$ cat src/drp_pkg.sv
// drp_pkg: constants, register map and carrier types for the
// dac range / reference / power-down control block.
// assumes an apb slave with 32-bit data, one aligned word per register.
package drp_pkg;

    localparam int NUM_DAC = 8;
    localparam int DAC_W = 12;
    localparam int ADDR_W = 8;

    // register byte offsets
    localparam logic [7:0] OFF_CONFIG = 8'h00;
    localparam logic [7:0] OFF_POWER = 8'h04;
    localparam logic [7:0] OFF_STATUS = 8'h08;
    localparam logic [7:0] OFF_CONTROL = 8'h0c;
    localparam logic [7:0] OFF_DAC_BASE = 8'h10;
    localparam logic [7:0] OFF_DAC_LAST = 8'h2c;

    // config register fields (gain bits sit at 7:0)
    localparam int CFG_GAIN_LSB = 0;
    localparam int CFG_SRC_BIT = 8;
    localparam int CFG_LVL_BIT = 9;
    localparam int CFG_DIRECT_BIT = 10;
    localparam int CFG_W = 11;

    // power register fields (dac enables sit at 8:1)
    localparam int PWR_ADC_BIT = 0;
    localparam int PWR_DAC_LSB = 1;
    localparam int PWR_CS_BIT = 9;
    localparam int PWR_REFBUF_BIT = 10;
    localparam int PWR_W = 11;

    // control register fields (write-only strobes)
    localparam int CTL_CONVERT_BIT = 0;
    localparam int CTL_SOFT_RESET_BIT = 1;

    // status register fields
    localparam int STS_ADC_ON_BIT = 0;
    localparam int STS_REF_CONN_BIT = 1;
    localparam int STS_LVL_HIGH_BIT = 2;
    localparam int STS_KEEP_BIT = 3;
    localparam int STS_CLEARED_BIT = 4;

    // reset values
    localparam logic [CFG_W-1:0] CFG_RST = 11'h000;
    localparam logic [PWR_W-1:0] PWR_RST = 11'h000;
    localparam logic [DAC_W-1:0] DAC_RST = 12'h000;

    typedef struct packed {
        logic [NUM_DAC-1:0] dac_gain_two;
        logic [NUM_DAC-1:0] dac_buffer_on;
        logic [NUM_DAC-1:0] dac_ground_switch;
        logic reference_pin_connect;
        logic reference_level_high;
        logic internal_reference_on;
        logic oscillator_on;
        logic adc_power_on;
        logic current_source_amp_on;
        logic reference_buffer_on;
    } drp_analog_t;

endpackage

$ cat src/drp_ctrl.sv
// drp_ctrl: apb register file for dac range, reference and power-down.
// assumes apb3 master on pclk; convert pin synchronous to pclk.
//
// Functional notes
// dac gain is one when its select bit is 0, two when 1.
// internal reference level bit picks 1.25 v at 0, 2.5 v at 1.
// source select 0 connects internal reference to pin; 1 disconnects it.
// reset clears dac data, dac latches, gain and reference select bits.
// power register holds enables for adc, each dac, amplifier, ref buffer.
// after any reset the power register is zero, all units powered down.
// powered-down adc stops converting; powered-down dac output goes to ground.
// internal reference and oscillator stay powered regardless of power bits.
// power settings never affect digital logic such as the bus.
// writes during power-down are stored but start nothing, change no output.
// stored values take effect at once when the unit leaves power-down.
// configuration registers keep contents across power-down entry and exit.
// adc results and alarms survive power-down only in direct mode.
// host should not issue a convert while the adc is powered down.
// general-purpose i/o data are unaffected by power-down.
// clearing one dac power bit powers down that dac alone.
// host sets source select whenever an external reference is applied.
// power bits read back as written; reset clears them asynchronously.
`timescale 1ns/1ps
module drp_ctrl
    import drp_pkg::*;
(
    input wire logic pclk,
    input wire logic presetn,
    input wire logic psel,
    input wire logic penable,
    input wire logic pwrite,
    input wire logic [ADDR_W-1:0] paddr,
    input wire logic [31:0] pwdata,
    output logic [31:0] prdata,
    output logic pready,
    output logic pslverr,
    input wire logic convert_pin,
    input wire logic external_dac_load,
    output logic adc_start,
    output logic adc_results_clear,
    output logic [NUM_DAC-1:0][DAC_W-1:0] dac_code,
    output drp_analog_t analog
);

    ////////////////////////////////////////////////////////////////////
    // bus decode

    logic setup_phase;
    logic wr_access;
    logic addr_mapped;
    logic addr_is_dac;
    logic [2:0] dac_index;
    logic [31:0] read_value;

    logic [CFG_W-1:0] cfg_reg;
    logic [PWR_W-1:0] pwr_reg;
    logic soft_reset_reg;
    logic convert_pin_reg;
    logic keep_results_reg;
    logic results_cleared_reg;
    logic [31:0] prdata_reg;
    logic pslverr_reg;
    logic [NUM_DAC-1:0][DAC_W-1:0] dac_input;
    logic [NUM_DAC-1:0] dac_wr;
    logic convert_req;
    logic adc_pd_entry;
    logic [ADDR_W-1:0] dac_offset;
    logic [NUM_DAC-1:0] chan_gain_two;
    logic [NUM_DAC-1:0] chan_buffer_on;
    logic [NUM_DAC-1:0] chan_ground_switch;
    logic ref_connect;
    logic ref_level_high;
    logic ref_on;

    assign setup_phase = psel && !penable;
    // zero-wait slave; pready never depends on the power register
    assign pready = 1'b1;
    assign wr_access = psel && penable && pwrite && !pslverr_reg;
    assign addr_is_dac = (paddr >= OFF_DAC_BASE) && (paddr <= OFF_DAC_LAST)
        && (paddr[1:0] == 2'b00);
    // channel n sits at base + 4n; raw address bits would rotate the map
    assign dac_offset = paddr - OFF_DAC_BASE;
    assign dac_index = dac_offset[4:2];
    assign addr_mapped = addr_is_dac || paddr == OFF_CONFIG
        || paddr == OFF_POWER || paddr == OFF_STATUS
        || paddr == OFF_CONTROL;

    always_comb begin
        read_value = 32'h0000_0000;
        if (addr_is_dac) begin
            // reads return the latch, which is what drives the output
            read_value[DAC_W-1:0] = dac_code[dac_index];
        end else if (paddr == OFF_CONFIG) begin
            read_value[CFG_W-1:0] = cfg_reg;
        end else if (paddr == OFF_POWER) begin
            read_value[PWR_W-1:0] = pwr_reg;
        end else if (paddr == OFF_STATUS) begin
            read_value[STS_ADC_ON_BIT] = pwr_reg[PWR_ADC_BIT];
            read_value[STS_REF_CONN_BIT] = analog.reference_pin_connect;
            read_value[STS_LVL_HIGH_BIT] = analog.reference_level_high;
            read_value[STS_KEEP_BIT] = keep_results_reg;
            read_value[STS_CLEARED_BIT] = results_cleared_reg;
        end
    end

    // read data and error are captured in the setup cycle
    always_ff @(posedge pclk or negedge presetn) begin
        if (!presetn) begin
            prdata_reg <= 32'h0000_0000;
            pslverr_reg <= 1'b0;
        end else if (setup_phase) begin
            prdata_reg <= pwrite ? 32'h0000_0000 : read_value;
            pslverr_reg <= !addr_mapped;
        end
    end

    assign prdata = prdata_reg;
    assign pslverr = psel && penable && pslverr_reg;

    ////////////////////////////////////////////////////////////////////
    // configuration and power registers

    // power-down never touches this register, so settings survive it
    always_ff @(posedge pclk or negedge presetn) begin
        if (!presetn) begin
            cfg_reg <= CFG_RST;
        end else if (soft_reset_reg) begin
            cfg_reg <= CFG_RST;
        end else if (wr_access && paddr == OFF_CONFIG) begin
            cfg_reg <= pwdata[CFG_W-1:0];
        end
    end

    // cleared means powered down: every unit with a power bit starts off
    always_ff @(posedge pclk or negedge presetn) begin
        if (!presetn) begin
            pwr_reg <= PWR_RST;
        end else if (soft_reset_reg) begin
            pwr_reg <= PWR_RST;
        end else if (wr_access && paddr == OFF_POWER) begin
            pwr_reg <= pwdata[PWR_W-1:0];
        end
    end

    // software reset acts one cycle after the control write
    always_ff @(posedge pclk or negedge presetn) begin
        if (!presetn) begin
            soft_reset_reg <= 1'b0;
        end else begin
            soft_reset_reg <= wr_access && paddr == OFF_CONTROL
                && pwdata[CTL_SOFT_RESET_BIT];
        end
    end

    ////////////////////////////////////////////////////////////////////
    // adc convert gating and result retention

    always_ff @(posedge pclk or negedge presetn) begin
        if (!presetn) begin
            convert_pin_reg <= 1'b0;
        end else begin
            convert_pin_reg <= convert_pin;
        end
    end

    assign convert_req = (convert_pin && !convert_pin_reg)
        || (wr_access && paddr == OFF_CONTROL && pwdata[CTL_CONVERT_BIT]);
    // a convert request while powered down is dropped, not queued
    assign adc_start = convert_req && pwr_reg[PWR_ADC_BIT]
        && !soft_reset_reg;
    assign adc_pd_entry = wr_access && paddr == OFF_POWER
        && pwr_reg[PWR_ADC_BIT] && !pwdata[PWR_ADC_BIT];

    // results kept only when the adc went down in direct mode
    always_ff @(posedge pclk or negedge presetn) begin
        if (!presetn) begin
            keep_results_reg <= 1'b0;
            results_cleared_reg <= 1'b0;
            adc_results_clear <= 1'b0;
        end else begin
            adc_results_clear <= adc_pd_entry
                && !cfg_reg[CFG_DIRECT_BIT];
            if (adc_pd_entry) begin
                keep_results_reg <= cfg_reg[CFG_DIRECT_BIT];
                results_cleared_reg <= !cfg_reg[CFG_DIRECT_BIT];
            end
        end
    end

    ////////////////////////////////////////////////////////////////////
    // dac channels and reference

    genvar gi;
    generate
        for (gi = 0; gi < NUM_DAC; gi++) begin : g_dac
            assign dac_wr[gi] = wr_access && addr_is_dac
                && dac_index == 3'(gi);
            drp_dac_chan u_dac (
                .pclk(pclk),
                .presetn(presetn),
                .soft_reset(soft_reset_reg),
                .wr_en(dac_wr[gi]),
                .wr_data(pwdata[DAC_W-1:0]),
                .power_en(pwr_reg[PWR_DAC_LSB+gi]),
                .gain_sel(cfg_reg[CFG_GAIN_LSB+gi]),
                .code(dac_code[gi]),
                .input_value(dac_input[gi]),
                .buffer_on(chan_buffer_on[gi]),
                .ground_switch(chan_ground_switch[gi]),
                .gain_two(chan_gain_two[gi])
            );
        end
    endgenerate

    drp_ref_ctrl u_ref (
        .pclk(pclk),
        .presetn(presetn),
        .reference_source_select(cfg_reg[CFG_SRC_BIT]),
        .internal_reference_level(cfg_reg[CFG_LVL_BIT]),
        .reference_pin_connect(ref_connect),
        .reference_level_high(ref_level_high),
        .internal_reference_on(ref_on)
    );

    // the load pin is left unconnected; each dac latch loads while its power bit is set
    // one driver for the whole carrier keeps every field single-sourced
    assign analog = '{
        dac_gain_two: chan_gain_two,
        dac_buffer_on: chan_buffer_on,
        dac_ground_switch: chan_ground_switch,
        reference_pin_connect: ref_connect,
        reference_level_high: ref_level_high,
        internal_reference_on: ref_on,
        oscillator_on: 1'b1,
        adc_power_on: pwr_reg[PWR_ADC_BIT],
        current_source_amp_on: pwr_reg[PWR_CS_BIT],
        reference_buffer_on: pwr_reg[PWR_REFBUF_BIT]
    };

    ////////////////////////////////////////////////////////////////////
    // checks

    a_convert_gated: assert property (
        @(posedge pclk) disable iff (!presetn)
        adc_start |-> analog.adc_power_on
    ) else $error("adc started while powered down");

    a_soft_reset_clr: assert property (
        @(posedge pclk) disable iff (!presetn)
        soft_reset_reg |=> (pwr_reg == PWR_RST && cfg_reg == CFG_RST
            && dac_code[0] == DAC_RST)
    ) else $error("software reset left state uncleared");

    a_power_readback: assert property (
        @(posedge pclk) disable iff (!presetn)
        (wr_access && paddr == OFF_POWER && !soft_reset_reg)
        |=> pwr_reg == $past(pwdata[PWR_W-1:0])
    ) else $error("power register did not store written value");

    a_cfg_survives_pd: assert property (
        @(posedge pclk) disable iff (!presetn)
        (wr_access && paddr == OFF_POWER && !soft_reset_reg)
        |=> $stable(cfg_reg)
    ) else $error("configuration changed on power transition");

    a_results_keep: assert property (
        @(posedge pclk) disable iff (!presetn)
        adc_pd_entry |=> (adc_results_clear != keep_results_reg)
    ) else $error("adc result retention wrong on power-down");

    a_dac_isolated: assert property (
        @(posedge pclk) disable iff (!presetn)
        analog.dac_ground_switch == ~pwr_reg[PWR_DAC_LSB +: NUM_DAC]
    ) else $error("dac ground switch does not follow its own bit");

    a_bus_alive: assert property (
        @(posedge pclk) disable iff (!presetn)
        (psel && penable) |-> pready
    ) else $error("bus stalled");

    a_gain_follow: assert property (
        @(posedge pclk) disable iff (!presetn)
        analog.dac_gain_two == cfg_reg[CFG_GAIN_LSB +: NUM_DAC]
    ) else $error("dac gain select mismatch");

    a_data_kept_pd: assert property (
        @(posedge pclk) disable iff (!presetn)
        (wr_access && paddr == OFF_POWER && !soft_reset_reg)
        |=> $stable(dac_input)
    ) else $error("stored dac data changed on power transition");

    a_status_flags: assert property (
        @(posedge pclk) disable iff (!presetn)
        adc_pd_entry |=> (keep_results_reg == $past(cfg_reg[CFG_DIRECT_BIT])
            && results_cleared_reg != keep_results_reg)
    ) else $error("result retention flags wrong after power-down");

    a_unmapped_err: assert property (
        @(posedge pclk) disable iff (!presetn)
        (psel && penable) |-> (pslverr == !addr_mapped)
    ) else $error("error response does not match address decode");

endmodule

$ cat src/drp_ref_ctrl.sv
// drp_ref_ctrl: internal reference connection and level selection.
// assumes the select bits come straight from registers in one clock domain.
`timescale 1ns/1ps
module drp_ref_ctrl
    import drp_pkg::*;
(
    input wire logic pclk,
    input wire logic presetn,
    input wire logic reference_source_select,
    input wire logic internal_reference_level,
    output logic reference_pin_connect,
    output logic reference_level_high,
    output logic internal_reference_on
);

    // zero keeps the internal source on the pin; one leaves it external
    assign reference_pin_connect = ~reference_source_select;
    // 0 picks 1.25 v, 1 picks 2.5 v
    assign reference_level_high = internal_reference_level;
    // never gated by power-down, so wake-up needs no reference settling
    assign internal_reference_on = 1'b1;

    ////////////////////////////////////////////////////////////////////
    a_ref_select: assert property (
        @(posedge pclk) disable iff (!presetn)
        reference_source_select != reference_pin_connect
    ) else $error("reference pin connection does not follow source select");

    a_ref_always_on: assert property (
        @(posedge pclk) disable iff (!presetn)
        internal_reference_on
    ) else $error("internal reference switched off");

endmodule

$ cat src/drp_dac_chan.sv
// drp_dac_chan: one dac input register, latch and output switching.
// assumes writes and power enable arrive as single-cycle-valid levels.
`timescale 1ns/1ps
module drp_dac_chan
    import drp_pkg::*;
(
    input wire logic pclk,
    input wire logic presetn,
    input wire logic soft_reset,
    input wire logic wr_en,
    input wire logic [DAC_W-1:0] wr_data,
    input wire logic power_en,
    input wire logic gain_sel,
    output logic [DAC_W-1:0] code,
    output logic [DAC_W-1:0] input_value,
    output logic buffer_on,
    output logic ground_switch,
    output logic gain_two
);

    logic [DAC_W-1:0] input_reg;
    logic [DAC_W-1:0] latch_reg;

    // writes are always stored, even while the buffer is off
    always_ff @(posedge pclk or negedge presetn) begin
        if (!presetn) begin
            input_reg <= DAC_RST;
        end else if (soft_reset) begin
            input_reg <= DAC_RST;
        end else if (wr_en) begin
            input_reg <= wr_data;
        end
    end

    // latch frozen while powered down; catches up on the first powered edge
    always_ff @(posedge pclk or negedge presetn) begin
        if (!presetn) begin
            latch_reg <= DAC_RST;
        end else if (soft_reset) begin
            latch_reg <= DAC_RST;
        end else if (power_en) begin
            latch_reg <= input_reg;
        end
    end

    assign code = latch_reg;
    assign input_value = input_reg;
    assign gain_two = gain_sel;
    assign buffer_on = power_en;
    assign ground_switch = ~power_en;

    ////////////////////////////////////////////////////////////////////
    a_latch_hold_pd: assert property (
        @(posedge pclk) disable iff (!presetn)
        (!power_en && !soft_reset) |=> $stable(latch_reg)
    ) else $error("dac latch changed while powered down");

    a_latch_wake: assert property (
        @(posedge pclk) disable iff (!presetn)
        (power_en && !soft_reset) |=> (latch_reg == $past(input_reg))
    ) else $error("dac latch missed its preset on wake-up");

endmodule

$ cat config.mk
export PLATFORM = sky130hd
export DESIGN_NAME = drp_ctrl
export DESIGN_NICKNAME = d
export VERILOG_FILES = /design/src/drp_pkg.sv /design/src/drp_ctrl.sv /design/src/drp_ref_ctrl.sv /design/src/drp_dac_chan.sv
export SDC_FILE = /design/constraint.sdc
export NUM_CORES = 1
export LEC_CHECK = 0
export ABC_AREA = 0
export BUFFER_PORTS_ARGS = -buffer_cell sky130_fd_sc_hd__buf_2
export CELL_PAD_IN_SITES_DETAIL_PLACEMENT = 1
export CELL_PAD_IN_SITES_GLOBAL_PLACEMENT = 1
export CORE_UTILIZATION = 40
export CTS_CLUSTER_SIZE = 25
export DETAILED_ROUTE_END_ITERATION = 6
export PLACE_DENSITY = 0.75
export SETUP_SLACK_MARGIN = 0.4
export SLEW_MARGIN = 20
export SYNTH_ARGS = -nofsm -noshare
export SYNTH_HDL_FRONTEND = slang
export SYNTH_SLANG_ARGS = --single-unit
$ cat constraint.sdc
create_clock -name pclk -period 2.6 [get_ports pclk]
set_input_delay 0.39 -clock pclk [delete_from_list [all_inputs] [get_ports pclk]]
set_output_delay 0.39 -clock pclk [all_outputs]
set_load 0.01 [all_outputs]
==> flow_metrics.env <==
export IMPL_crit_fanout=16
export IMPL_core_area_um2=27100
export IMPL_syn_cell_area_um2=11100
export IMPL_die_area_um2=28500
export IMPL_dpl_instance_area_um2=12100
export IMPL_fin_skew_ns=0.00655
export IMPL_wl_per_cell_um=24.3
export IMPL_rows=60
export IMPL_first_pass_iters=4
export IMPL_drv_cap=0
export IMPL_critical_path_top_delay_family="flip-flops"
export IMPL_finalHoldViolCount=0
export IMPL_status="completed"
export IMPL_num_antenna_cells=0
export IMPL_ir_drop_mv=0.368
export IMPL_clockRootBuffer="clkbuf_16"
export IMPL_avgSynthCellArea_um2=10.2
export IMPL_cp_buffers_inverters=1
export IMPL_drt_iter0_markers=797
export IMPL_slowest_stage="dfrtp_1"
export IMPL_rsz0062_at_grt="no"
export IMPL_synth_flop_cell="dfrtp_1"
export IMPL_port_buffers=165
export IMPL_grt_pass1_vias=9320
export IMPL_place_hpwl_mm=24.3
export IMPL_nets=1232
export IMPL_async_flop_share_pct=100
export IMPL_criticalPathCategory="reg2out"
export IMPL_finalNonFillerCells=1574
export IMPL_max_stage_delay_ns=0.97
export IMPL_dieWidth_um=169
export IMPL_total_power_mw=7.80
export IMPL_hold_path_class="in2reg"
export IMPL_pin_count=210
export IMPL_synth_edf_count=0
export IMPL_floorplan_initialDensity_pct=41.0
export IMPL_dp_cells=1524
export IMPL_grt_max_degree=215
export IMPL_cts_tree="yes"
export IMPL_post_route_cell_area_um2=13000
export IMPL_cts_sinks=232
export IMPL_clk_pin_slew_ns=0.06
export IMPL_ctsHtreeMaxLevel=1
export IMPL_nFillCells=3006
export IMPL_area_growth_syn_to_layout_pct=16.9
export IMPL_ys_seq_area_share_pct=52.2
export IMPL_power_leakage_nw=6.15
export IMPL_drive_gt1_share_pct=23.0
export IMPL_die_height_um=169
export IMPL_clock_path_buffers=3
export IMPL_tightest_slew_ns=1.24
export IMPL_final_util_pct=48.0
export IMPL_cp_required_ns=2.21
export IMPL_num_vias=9167
export IMPL_fin_crit_ns=2.17
export IMPL_antenna_found_initial=0
export IMPL_grt_pass1_wl_mm=58.3
export IMPL_finalSetupViolations=0
export IMPL_worstSkewPairLatency_ns=0.52
export IMPL_wl_mm=38.2
export IMPL_numCtsBuffers=27
export IMPL_cp_cell_sequence="buf_2"
export IMPL_setup_tns_ns=0
export IMPL_drc=0
export IMPL_place_gp_congestion=0.816
export IMPL_antenna_left=0
export IMPL_synthesis_instances=1089
export IMPL_ys_warn_count=0
export IMPL_ys_types=44
export IMPL_report_final_slew_viol_count=0
export IMPL_crit_arrival_ns=1.78
export IMPL_overflow=0
export IMPL_power_density_nw_per_um2=600
export IMPL_worstSetupStartpointType="flop"
export IMPL_ys_ff_latch=232
export IMPL_cp_end_kind="primary output"
export IMPL_vias_per_cell=5.82
export IMPL_post_route_period_util_pct=83.5
export IMPL_fmax_mhz=460
export IMPL_slew_headroom_pct=17.3
export IMPL_grtUsageTotal_pct=26.9
synthesized netlist by cell type, types with 4 or more instances:
| master | n | area (um2) |
|---|---|---|
| clkbuf_1 | 85 | 319 |
| buf_2 | 14 | 70.1 |
| mux2i_1 | 141 | 1410 |
| dfrtp_1 | 232 | 5810 |
| a21oi_1 | 108 | 541 |
| buf_1 | 5 | 18.8 |
| nor4_2 | 4 | 50.1 |
| inv_1 | 13 | 48.8 |
| o2bb2ai_1 | 4 | 35.0 |
| nor2_1 | 116 | 435 |
| nand2_1 | 14 | 52.6 |
| a22o_1 | 4 | 35.0 |
| o21ai_0 | 113 | 566 |
| nand3_1 | 111 | 556 |
| buf_4 | 52 | 390 |
| mux4_2 | 14 | 315 |
| o221ai_1 | 6 | 52.6 |
| buf_6 | 4 | 45.0 |
| a22oi_1 | 6 | 45.0 |
| nor2b_1 | 5 | 31.3 |
worst reg2reg max path, delay by kind of cell (launching register included):
family | cells | cell delay [ns]
buf+inv | 1 | 0.15
flops | 1 | 0.40
mux | 1 | 0.38
simple gates | 3 | 1.06
logic make-up (layout without fill, tap and decap cells):
| logic type | Yosys count | after routing | synth area share (%) |
|---|---|---|---|
| simple gates | 269 | 269 | 11.3 |
| compound gates | 253 | 253 | 12.4 |
| flops | 232 | 232 | 52.2 |
| buf+inv | 173 | 265 | 8.02 |
| mux | 157 | 157 | 15.7 |
| xor+xnor | 3 | 3 | 0.236 |
| other cells | 2 | 23 | 0.0675 |
final timing paths:
check	startpoint	end	slack, ns	depth (start not counted)
worst max-delay path	pwr_reg[4]	analog[18]	0.43	1
worst min-delay path	pwdata[11]	g_dac[7].u_dac.input_value[11]	0.21	3
worst max register to register	pslverr_reg	keep_results_reg	0.50	5
worst min register to register	prdata[11]	prdata[11]	0.49	2
max in group asynchronous	presetn	g_dac[7].u_dac.code[4]	1.40	3
min in group asynchronous	presetn	g_dac[3].u_dac.code[9]	0.41	2
cells in the final DEF (no fill, tap or decap), drive strengths merged, types with 2 or more instances in the layout:
cell type,n
clkbuf,38
mux4,14
o21ai,113
a32o,3
dfrtp,232
nor4,4
mux2,2
o2bb2ai,4
clkinv,7
xor2,2
inv,13
dlygate4sd3,2
nand4,2
a211oi,3
mux2i,141
o221ai,6
a22oi,6
nor3,4
nor2,116
and3,2
a221oi,2
buf,204
a21oi,108
a22o,4
conb,23
nand2b,3
nor2b,5
nand2,14
nand3,111
area by class of cell:
type	count	area [um2]	share of cell area (%)
tap	372	465	3.58
multi-input combinational	705	4540	34.9
inverter	13	48.8	0.375
clock buffer	38	797	6.13
timing repair buffer	206	1270	9.80
sequential	232	5810	44.7
clock inverter	8	65.1	0.501
layer usage:
metal  routed length (um)  GRT usage [%]  vias to the layer above
li1                     -              -                     3942
met1                16300           37.5                     4797
met2                18100           42.8                      371
met3                 2770           4.86                       57
met4                 1020           8.10                        0
met5                    0              0                        -
metrics by stage:
stage / worst slack (ns) / hold WS (ns)
finish: 0.428 / 0.214
CTS: 0.405 / 0.194
global placement: 0.359 / 0.368
floorplan: 0.681 / 0.0944
detailed placement: 0.349 / 0.375
global route: 0.407 / 0.210
where the power goes:
group          switching (mW)  leakage [nW]  internal (mW)  total, mW
Combinational           0.327          2.49          0.121      0.448
Sequential             0.0236          3.22           3.64       3.66
Clock                    1.48         0.435           2.21       3.69
timing repair:
item                       in CTS  in global routing
setup endpoints to repair       3                  1
gates resized for setup         2                  2
setup buffers                   0                  2
hold endpoints to repair       56                  0
hold buffers                    2                  0
pin swaps                       0                  1
No activity file was read; power rests on OpenSTA's default activity.
